$ cat src/rtl/adc_params.svh
// constants of the serial port and conversion sequencer
// assumes a 25 MHz system clock and host pins arriving asynchronously
//
// Function
// RULE1: result output changes on shift-clock falling edges
// RULE2: result output high impedance while select high
// RULE3: command input sampled on shift-clock rising edges
// RULE4: command input ignored unless select is low
// RULE5: internal mode strobe low during conversion
// RULE6: external mode strobe high two periods before MSB
// RULE7: external mode strobe floats while select high
// RULE8: host keeps external shift clock near 50% duty
// RULE9: power-down pin: float on, low off, high ref-off
// RULE10: two-cycle acquisition ends after last command bit
// RULE11: single-ended uses channel versus common ground
// RULE12: differential uses only adjacent channel pairs
// RULE13: conversion switches hold capacitor, then 8-bit SAR
// RULE14: first one after select low is start
// RULE15: track after sixth bit, hold after eighth
// RULE16: command byte field order, start bit first
// RULE17: result shifted out MSB first per falling edge
`ifndef ADC_PARAMS_SVH
`define ADC_PARAMS_SVH

// ****************************************************************
// command byte layout
// ****************************************************************
`define CMD_BITS           4'h8
`define CMD_START_POS      7
`define CMD_CHANNEL_SELECT_BIT_2_POS       6
`define CMD_CHANNEL_SELECT_BIT_1_POS       5
`define CMD_CHANNEL_SELECT_BIT_0_POS       4
`define CMD_POLARITY_POS   3
`define CMD_PAIRING_POS    2
`define CMD_PM1_POS        1
`define CMD_PM0_POS        0
`define TRACK_AFTER_BIT    4'h6
`define HOLD_AFTER_BIT     4'h8
`define PM_EXTERNAL_CLOCK  2'h3

// ****************************************************************
// conversion timing
// ****************************************************************
`define RESULT_BITS        4'h8
`define STROBE_RISE_FALL   5'h07
`define CLK_PERIOD_NS      40
`define INT_STEP_NS        1000
`define INT_STEP_CYCLES    ((`INT_STEP_NS + `CLK_PERIOD_NS - 1) / `CLK_PERIOD_NS)
`define SAR_MSB_TRIAL      8'h80

`endif

$ cat src/rtl/adc_pkg.sv
// types shared by the sequencer and the approximation engine
// assumes adc_params.svh holds every number
package adc_pkg;

	typedef enum logic [1:0]
	{
		ST_IDLE = 2'h0,
		ST_CMD  = 2'h1,
		ST_CONV = 2'h2,
		ST_OUT  = 2'h3
	} seq_state_t;

	typedef logic [7:0] byte_t;

endpackage : adc_pkg

$ cat src/rtl/adc_serial_port_sequencer.sv
// serial command/result port and conversion sequencer of the adc
// assumes host pins are asynchronous and the shift clock is much
// slower than clk, so its edges are found by oversampling
`timescale 1ns/1ps
`default_nettype none
`include "adc_params.svh"

module adc_serial_port_sequencer
(
	input  wire logic        clk,                   // 25 MHz clock
	input  wire logic        rst,                   // async, high
	input  wire logic        shift_clock,           // host shift clock
	input  wire logic        chip_select_n,         // host select, low
	input  wire logic        command_in,            // host command bit
	input  wire logic        comp_hi,               // comparator level
	input  wire logic        power_down_sense_low,  // pin driven low
	input  wire logic        power_down_sense_high, // pin driven high
	output logic             result_out,            // serial result
	output logic             result_out_oe,         // result driven
	output logic             conversion_strobe,     // strobe level
	output logic             conversion_strobe_oe,  // strobe driven
	output logic             track_switch,          // t/h switch closed
	output logic             hold_capacitor_to_neg, // cap on negative
	output logic [7:0]       pos_channel,           // one-hot plus input
	output logic [7:0]       neg_channel,           // one-hot return, zero when common
	output logic             neg_to_common,         // return is common
	output logic             bipolar_mode,          // polarity select
	output logic [1:0]       power_mode,            // power mode bits
	output adc_pkg::byte_t   dac_code,              // capacitor dac code
	output logic             shutdown_all,          // full shutdown
	output logic             shutdown_reference     // reference off
);

	// ****************************************************************
	// channel decode
	// ****************************************************************
	// channel index is {channel_select_bit_1, channel_select_bit_0, channel_select_bit_2}; differential return is
	// the neighbour of the same pair
	function automatic logic [7:0] chan_onehot
	(
		input logic channel_select_bit_2,
		input logic channel_select_bit_1,
		input logic channel_select_bit_0
	);
		logic [2:0] idx;
		idx = {channel_select_bit_1, channel_select_bit_0, channel_select_bit_2};
		chan_onehot = 8'h01 << idx;
	endfunction : chan_onehot

	// ****************************************************************
	// pin synchronisers
	// ****************************************************************
	logic [1:0] sclk_sync;
	logic [1:0] cs_sync;
	logic [1:0] din_sync;
	logic [1:0] pdl_sync;
	logic [1:0] pdh_sync;
	logic       sclk_last;

	always_ff @(posedge clk or posedge rst)
	begin
		if (rst)
		begin
			sclk_sync <= 2'h0;
			cs_sync   <= 2'h3;
			din_sync  <= 2'h0;
			pdl_sync  <= 2'h0;
			pdh_sync  <= 2'h0;
			sclk_last <= 1'b0;
		end
		else
		begin
			sclk_sync <= {sclk_sync[0], shift_clock};
			cs_sync   <= {cs_sync[0], chip_select_n};
			din_sync  <= {din_sync[0], command_in};
			pdl_sync  <= {pdl_sync[0], power_down_sense_low};
			pdh_sync  <= {pdh_sync[0], power_down_sense_high};
			sclk_last <= sclk_sync[1];
		end
	end

	logic sclk_rise;
	logic sclk_fall;
	logic cs_high;
	logic din_bit;

	assign sclk_rise = sclk_sync[1] & ~sclk_last;
	assign sclk_fall = ~sclk_sync[1] & sclk_last;
	assign cs_high   = cs_sync[1];
	assign din_bit   = din_sync[1];

	// ****************************************************************
	// sequencer state
	// ****************************************************************
	adc_pkg::seq_state_t state;
	adc_pkg::seq_state_t next_state;
	adc_pkg::byte_t      cmd;
	adc_pkg::byte_t      next_cmd;
	adc_pkg::byte_t      shift;
	adc_pkg::byte_t      next_shift;
	logic [3:0]          bit_cnt;
	logic [3:0]          next_bit_cnt;
	logic [3:0]          out_cnt;
	logic [3:0]          next_out_cnt;
	logic [4:0]          fall_cnt;
	logic [4:0]          next_fall_cnt;
	logic [15:0]         pace_cnt;
	logic [15:0]         next_pace_cnt;
	logic                ext_mode;
	logic                next_ext_mode;
	logic                next_result_out;
	logic                next_result_out_oe;
	logic                next_strobe;
	logic                next_strobe_oe;
	logic                next_track;
	logic                next_hold_neg;
	logic [7:0]          next_pos;
	logic [7:0]          next_neg;
	logic                next_neg_com;
	logic                next_bipolar;
	logic [1:0]          next_power_mode;
	logic                next_shutdown_all;
	logic                next_shutdown_ref;
	logic                sar_start;
	logic                sar_step;
	logic                sar_busy;
	logic                sar_done;
	adc_pkg::byte_t      sar_result;

	sar_engine u_sar
	(
		.clk      (clk),
		.rst      (rst),
		.start    (sar_start),
		.step     (sar_step),
		.comp_hi  (comp_hi),
		.busy     (sar_busy),
		.done     (sar_done),
		.dac_code (dac_code),
		.result   (sar_result)
	);

	always_comb
	begin
		next_state         = state;
		next_cmd           = cmd;
		next_shift         = shift;
		next_bit_cnt       = bit_cnt;
		next_out_cnt       = out_cnt;
		next_fall_cnt      = fall_cnt;
		next_pace_cnt      = pace_cnt;
		next_ext_mode      = ext_mode;
		next_result_out    = result_out;
		next_strobe        = conversion_strobe;
		next_track         = track_switch;
		next_hold_neg      = hold_capacitor_to_neg;
		next_pos           = pos_channel;
		next_neg           = neg_channel;
		next_neg_com       = neg_to_common;
		next_bipolar       = bipolar_mode;
		next_power_mode    = power_mode;
		sar_start          = 1'b0;
		sar_step           = 1'b0;

		// open pin reads neither sense level [RULE9]
		next_shutdown_all  = pdl_sync[1] & ~pdh_sync[1];
		next_shutdown_ref  = pdh_sync[1] & ~pdl_sync[1];

		next_result_out_oe = ~cs_high;                         // [RULE2]
		next_strobe_oe     = ~(ext_mode & cs_high);            // [RULE7]

		case (state)
			adc_pkg::ST_IDLE:
			begin
				next_bit_cnt = 4'h0;
				// external mode strobe rests low outside its pulse
				next_strobe  = ~ext_mode;                      // [RULE6]
				// leading zeros are skipped until the start bit [RULE14]
				if (!cs_high && sclk_rise && din_bit)          // [RULE3] [RULE4]
				begin
					next_cmd     = 8'h01;
					next_bit_cnt = 4'h1;
					next_state   = adc_pkg::ST_CMD;
				end
			end
			adc_pkg::ST_CMD:
			begin
				if (cs_high)
				begin
					next_track = 1'b0;
					next_state = adc_pkg::ST_IDLE;
				end
				else if (sclk_rise && bit_cnt < `CMD_BITS)     // [RULE3]
				begin
					next_cmd     = {cmd[6:0], din_bit};
					next_bit_cnt = bit_cnt + 4'h1;
				end
				else if (sclk_fall && bit_cnt == `TRACK_AFTER_BIT)
				begin
					// after six bits cmd[5:0] holds start..pairing [RULE16]
					next_track    = 1'b1;                      // [RULE15] [RULE10]
					next_bit_cnt  = bit_cnt + 4'h0;
					next_bipolar  = ~cmd[0 + 1];
					next_pos      = chan_onehot(cmd[4], cmd[3], cmd[2]);
					if (cmd[0])
					begin
						next_neg     = 8'h00;                  // [RULE11]
						next_neg_com = 1'b1;
					end
					else
					begin
						next_neg     = chan_onehot(~cmd[4], cmd[3],
							cmd[2]);                           // [RULE12]
						next_neg_com = 1'b0;
					end
				end
				else if (sclk_fall && bit_cnt == `HOLD_AFTER_BIT)
				begin
					next_track      = 1'b0;                    // [RULE15] [RULE10]
					next_hold_neg   = 1'b1;                    // [RULE13]
					next_power_mode = cmd[`CMD_PM1_POS:`CMD_PM0_POS];
					next_ext_mode   = (cmd[`CMD_PM1_POS:`CMD_PM0_POS]
						== `PM_EXTERNAL_CLOCK);
					next_strobe     = 1'b0;                    // [RULE5]
					next_fall_cnt   = 5'h00;
					next_pace_cnt   = 16'h0000;
					sar_start       = 1'b1;
					next_state      = adc_pkg::ST_CONV;
				end
			end
			adc_pkg::ST_CONV:
			begin
				if (cs_high && ext_mode)
				begin
					// no shift clock can pace the rest of it
					next_hold_neg = 1'b0;
					next_state    = adc_pkg::ST_IDLE;
				end
				else if (sar_done)
				begin
					next_hold_neg = 1'b0;
					next_shift    = sar_result;
					next_out_cnt  = 4'h0;
					next_strobe   = ext_mode ? conversion_strobe : 1'b1; // [RULE5]
					next_state    = adc_pkg::ST_OUT;
				end
				else if (ext_mode)
				begin
					// host clock paces each approximation step [RULE8]
					if (sclk_fall)
					begin
						next_fall_cnt = fall_cnt + 5'h01;
						sar_step      = sar_busy;
						if (next_fall_cnt == `STROBE_RISE_FALL)
							next_strobe = 1'b1;                // [RULE6]
					end
				end
				else
				begin
					if (pace_cnt == 16'(`INT_STEP_CYCLES - 1))
					begin
						next_pace_cnt = 16'h0000;
						sar_step      = 1'b1;                  // [RULE13]
					end
					else
						next_pace_cnt = pace_cnt + 16'h0001;
				end
			end
			adc_pkg::ST_OUT:
			begin
				if (cs_high)
					next_state = adc_pkg::ST_IDLE;
				else if (sclk_fall)
				begin
					// in external mode the strobe ends as the MSB leaves
					next_strobe = 1'b1 & ~ext_mode;            // [RULE6]
					if (out_cnt < `RESULT_BITS)
					begin
						next_result_out = shift[7];            // [RULE1] [RULE17]
						next_shift      = {shift[6:0], 1'b0};
						next_out_cnt    = out_cnt + 4'h1;
					end
					else
					begin
						next_result_out = 1'b0;
						next_state      = adc_pkg::ST_IDLE;
					end
				end
			end
			default:
				next_state = adc_pkg::ST_IDLE;
		endcase

		if (ext_mode && state == adc_pkg::ST_OUT)
			next_strobe = sclk_fall ? 1'b0 : next_strobe;

		// complete shutdown stops any sequence in progress
		if (next_shutdown_all)
		begin
			next_state    = adc_pkg::ST_IDLE;
			next_track    = 1'b0;
			next_hold_neg = 1'b0;
		end
	end

	// ****************************************************************
	// registers
	// ****************************************************************
	always_ff @(posedge clk or posedge rst)
	begin
		if (rst)
		begin
			state                 <= adc_pkg::ST_IDLE;
			cmd                   <= 8'h00;
			shift                 <= 8'h00;
			bit_cnt               <= 4'h0;
			out_cnt               <= 4'h0;
			fall_cnt              <= 5'h00;
			pace_cnt              <= 16'h0000;
			ext_mode              <= 1'b0;
			result_out            <= 1'b0;
			result_out_oe         <= 1'b0;
			conversion_strobe     <= 1'b1;
			conversion_strobe_oe  <= 1'b1;
			track_switch          <= 1'b0;
			hold_capacitor_to_neg <= 1'b0;
			pos_channel           <= 8'h01;
			neg_channel           <= 8'h00;
			neg_to_common         <= 1'b1;
			bipolar_mode          <= 1'b0;
			power_mode            <= 2'h0;
			shutdown_all          <= 1'b0;
			shutdown_reference    <= 1'b0;
		end
		else
		begin
			state                 <= next_state;
			cmd                   <= next_cmd;
			shift                 <= next_shift;
			bit_cnt               <= next_bit_cnt;
			out_cnt               <= next_out_cnt;
			fall_cnt              <= next_fall_cnt;
			pace_cnt              <= next_pace_cnt;
			ext_mode              <= next_ext_mode;
			result_out            <= next_result_out;
			result_out_oe         <= next_result_out_oe;
			conversion_strobe     <= next_strobe;
			conversion_strobe_oe  <= next_strobe_oe;
			track_switch          <= next_track;
			hold_capacitor_to_neg <= next_hold_neg;
			pos_channel           <= next_pos;
			neg_channel           <= next_neg;
			neg_to_common         <= next_neg_com;
			bipolar_mode          <= next_bipolar;
			power_mode            <= next_power_mode;
			shutdown_all          <= next_shutdown_all;
			shutdown_reference    <= next_shutdown_ref;
		end
	end

endmodule : adc_serial_port_sequencer

`default_nettype wire

$ cat src/rtl/sar_engine.sv
// eight-step successive approximation register
// assumes comparator level is valid when a step pulse arrives
`timescale 1ns/1ps
`default_nettype none
`include "adc_params.svh"

module sar_engine
(
	input  wire logic         clk,      // system clock
	input  wire logic         rst,      // async reset, active high
	input  wire logic         start,    // begin a new conversion
	input  wire logic         step,     // resolve one bit
	input  wire logic         comp_hi,  // sampled input above dac code
	output logic              busy,     // conversion in progress
	output logic              done,     // one-cycle end of conversion
	output adc_pkg::byte_t    dac_code, // trial code to capacitor dac
	output adc_pkg::byte_t    result    // finished code
);

	adc_pkg::byte_t next_dac_code;
	adc_pkg::byte_t next_result;
	adc_pkg::byte_t trial;
	adc_pkg::byte_t next_trial;
	logic           next_busy;
	logic           next_done;

	// ****************************************************************
	// next state
	// ****************************************************************
	always_comb
	begin
		next_dac_code = dac_code;
		next_result   = result;
		next_trial    = trial;
		next_busy     = busy;
		next_done     = 1'b0;
		if (start)
		begin
			next_trial    = `SAR_MSB_TRIAL;
			next_dac_code = `SAR_MSB_TRIAL;
			next_busy     = 1'b1;
		end
		else if (step && busy)
		begin
			// keep the trial bit only if input still above code [RULE13]
			next_dac_code = comp_hi ? dac_code : (dac_code & ~trial);
			next_trial    = trial >> 1;
			next_dac_code = next_dac_code | next_trial;
			if (trial == 8'h01)
			begin
				next_busy   = 1'b0;
				next_done   = 1'b1;
				next_result = comp_hi ? dac_code : (dac_code & ~trial);
			end
		end
	end

	always_ff @(posedge clk or posedge rst)
	begin
		if (rst)
		begin
			dac_code <= 8'h00;
			result   <= 8'h00;
			trial    <= 8'h00;
			busy     <= 1'b0;
			done     <= 1'b0;
		end
		else
		begin
			dac_code <= next_dac_code;
			result   <= next_result;
			trial    <= next_trial;
			busy     <= next_busy;
			done     <= next_done;
		end
	end

endmodule : sar_engine

`default_nettype wire

$ cat config.mk
export PLATFORM = sky130hd
export DESIGN_NAME = adc_serial_port_sequencer
export DESIGN_NICKNAME = d
export VERILOG_FILES = /design/src/rtl/adc_pkg.sv /design/src/rtl/adc_serial_port_sequencer.sv /design/src/rtl/sar_engine.sv
export VERILOG_INCLUDE_DIRS = /design/src /design/src/rtl
export SDC_FILE = /design/constraint.sdc
export NUM_CORES = 1
export LEC_CHECK = 0
export ABC_AREA = 0
export ABC_CLOCK_PERIOD_IN_PS = 5380
export BUFFER_PORTS_ARGS = -buffer_cell sky130_fd_sc_hd__buf_4
export CAP_MARGIN = 5
export CELL_PAD_IN_SITES_DETAIL_PLACEMENT = 0
export CELL_PAD_IN_SITES_GLOBAL_PLACEMENT = 1
export CORE_MARGIN = 3
export CORE_UTILIZATION = 44
export CTS_CLUSTER_SIZE = 16
export DETAILED_ROUTE_END_ITERATION = 7
export PLACE_DENSITY_LB_ADDON = 0.2
export SETUP_SLACK_MARGIN = 0.3
export SLEW_MARGIN = 20
export SYNTH_ARGS = -nofsm -noshare
export SYNTH_HDL_FRONTEND = slang
export SYNTH_SLANG_ARGS = --single-unit
$ cat constraint.sdc
create_clock -name clk -period 5.38 [get_ports clk]
set_input_delay 0.269 -clock clk [delete_from_list [all_inputs] [get_ports clk]]
set_output_delay 0.269 -clock clk [all_outputs]
set_load 0.01 [all_outputs]
==> impl_metrics.toml <==
[outcome]
status = "complete, no violations"

[yosys]
synthCells = 497
synth_area_um2 = 5069
syn_nets = 513
yosysSeqAreaShare_pct = 54.46
synth.avg_cell_area_um2 = 10.20
synth-edff-count = 0
yosysUniqueCellTypes = 63
synth_seq_cells = 110
synth_ff_type = "dfrtp_1"
yosys_warnings = 0
async_reset_ff_share_pct = 100.0

[clock_network]
cts.path.max_buffers = 2
clock_tree.root_cell = "clkbuf_16"
cts_buffers = 9
cts_setup_buffers = 0
clk_pin_slew_ps = 70
tritoncts = "done"
clk_latency_ps = 350
htree_levels = 3
clock_sinks = 110
cts_resized = 0

[critical_path]
reg2reg_depth = 7
cp-start-kind = "register"
timing.rr.end = "u_sar.result[1]$_DFFE_PP0P_"
arrival_ps = 3010
r2r_slack_ps = 2600
crit_end = "u_sar.result[1]$_DFFE_PP0P_"
endpoint_kind = "register"
cp_top_family = "simple AND/OR/NAND/NOR gates"
crit_buf_inv = 1
critPathMaxFanout = 10
path_class = "reg2reg"
path_cells = "inv_1 -> ha_1 -> or4b_4 -> nor4_4 -> a21bo_1 -> and4_4 -> mux2_4"
cp.depth = 7
required_ps = 5620
slowest_delay_ps = 480
timing.rr.start = "pace_cnt[0]$_DFFE_PP0P_"
critPathLaunch = "pace_cnt[0]$_DFFE_PP0P_"
cp_slowest_cell = "nor4_4"

[timing]
max_freq_mhz = 360.2
finalMaxSlewViolations = 0
finClkSkew_ps = 6.578
slew_headroom_pct = 33.94
final.min_clock_period_ps = 2776
tightest_slew_ps = 990.9
rsz0062_at_grt = "false"
final.setup.tns_ps = 0
period_share_pct = 51.60
setup-violations-final = 0
finalHoldViolations = 0

[layout]
layout_common_cells = "dfrtp_1, nand2_1, o21ai_0, buf_4, nor2_1"
nets = 550
drive_above_1_share_pct = 16.33
final_common_cell = "dfrtp_1"
diodes = 0
fillers = 997
seq_area_um2 = 2760
area_growth_pct = 13.70
utilization_pct = 52.25
multiInputGateArea_um2 = 2132

[drt]
ant_nets = 0
drc_errors = 0
via_count = 3811
dr.pass1.iters = 5
wl_per_cell_um = 16.09
wl_um = 10930
vias_per_cell = 5.613
drt_iter0_markers = 324

[floorplanning]
die_area_um2 = 12840
die_h_um = 113.3
rows = 38
die_width_um = 113.3
io_pins = 44
core-area_um2 = 11030
start_util_pct = 45.95

[job]
maxCapViolCount = 0

[global_routing]
antenna_found_initial = 0
grt_use_total_pct = 18.15
grt_first_pass_wirelength_um = 18770
grt_max_degree = 62
grt_pass1_vias = 3688
overflow = 0

[hold_path]
min_path_type = "in2reg"

[placed_design]
gp_congestion = 0.8411
port_buffers = 43
dp_hpwl_um = 7381

[pwr]
cellPowerDensity_nw_per_um2 = 259.8
power.leakage_uw = 0.002657
ir_drop_mv = 0.2473
[metrics by stage]
stage,power (µW),setup WS [ps],instances,cell area (µm²),hold slack (ps)
4_1_cts,1523,2595,678,5753,2.612
6_report,1497,2604,679,5763,18.47
5_1_grt,1562,2385,679,5763,4.568
3_3_place_gp,904.2,2671,662,5487,334.0
3_5_place_dp,905.1,2610,662,5487,337.8
2_1_floorplan,885.0,2219,497,5069,273.5
[how the worst min path moves through the flow]
stage / cells past startpoint / slack (ps) / startpoint / end
2_1_floorplan: 0 / 270 / chip_select_n / cs_sync[0]$_DFF_PP1_
3_3_place_gp: 0 / 330 / pdh_sync[0]$_DFF_PP0_ / pdh_sync[1]$_DFF_PP0_
3_5_place_dp: 0 / 340 / din_sync[0]$_DFF_PP0_ / din_sync[1]$_DFF_PP0_
4_1_cts: 1 / 3 / chip_select_n / cs_sync[0]$_DFF_PP1_
5_1_grt: 1 / 5 / shift_clock / sclk_sync[0]$_DFF_PP0_
6_report: 1 / 20 / shift_clock / sclk_sync[0]$_DFF_PP0_
[per-layer routing]
metal / up-vias / track usage (%) / part of all wire (%)
met5: - / 0 / 0
met4: 0 / 5.529 / 1.1
met3: 11 / 4.920 / 4.5
met2: 90 / 26.97 / 46
met1: 1856 / 26.06 / 49
li1: 1854 / - / -
[flip-flops by register name, summed over array words and instances (netlist names), 4 cells and up]
name            cells
pace_cnt           16
out_cnt             4
neg_channel         8
pos_channel         8
bit_cnt             4
u_sar.dac_code      8
fall_cnt            5
u_sar.result        8
u_sar.trial         8
cmd                 5
shift               8
[area by class of cell]
| class | instances | area share, % |
|---|---|---|
| Sequential cell | 110 | 47.89 |
| Multi-Input combinational cell | 347 | 37.00 |
| Timing Repair Buffer | 47 | 6.166 |
| Clock buffer | 9 | 3.908 |
| Tap cell | 140 | 3.040 |
| Inverter | 19 | 1.281 |
| Clock inverter | 7 | 0.7165 |
[report_power, final]
part | total [µW] | switching (µW) | internal (µW)
sequential | 846 | 9.85 | 836
combinational | 42.5 | 30.3 | 12.3
clock | 609 | 298 | 311
[worst register-to-register path: cells and delay by family (launching register included)]
family / cells / cell delay [ps]
simple gates: 3 / 1350
flops: 1 / 420
compound gates: 1 / 370
mux: 1 / 320
fa+ha+maj: 1 / 130
buf+inv: 1 / 70
[cell usage after synthesis, types with 7 or more instances]
library cell	count	area, µm²
nand2_1	69	259.0
nand3_1	19	95.09
mux2i_1	8	80.08
o21ai_0	54	270.3
nand2b_1	10	62.56
inv_1	19	71.32
nor3_1	8	40.04
a21oi_1	15	75.07
a22o_1	9	78.83
a21boi_0	7	52.55
clkbuf_1	17	63.81
dfrtp_1	104	2603
mux2_4	7	105.1
nor2_1	39	146.4
ha_1	8	100.1
[kinds of logic after synthesis]
kind of cell	after synthesis	synth area share, %
flops	110	54.46
compound gates	134	17.33
buf+inv	40	3.480
simple gates	181	17.45
fa+ha+maj	8	1.975
mux	17	4.098
xor+xnor	7	1.210
[timing repair]
| action | CTS | global route |
|---|---|---|
| hold endpoints to repair | 0 | 1 |
| endpoints found under the setup margin | 0 | 0 |
| hold buffers | 0 | 1 |
Power figures use the tool's default switching activity.
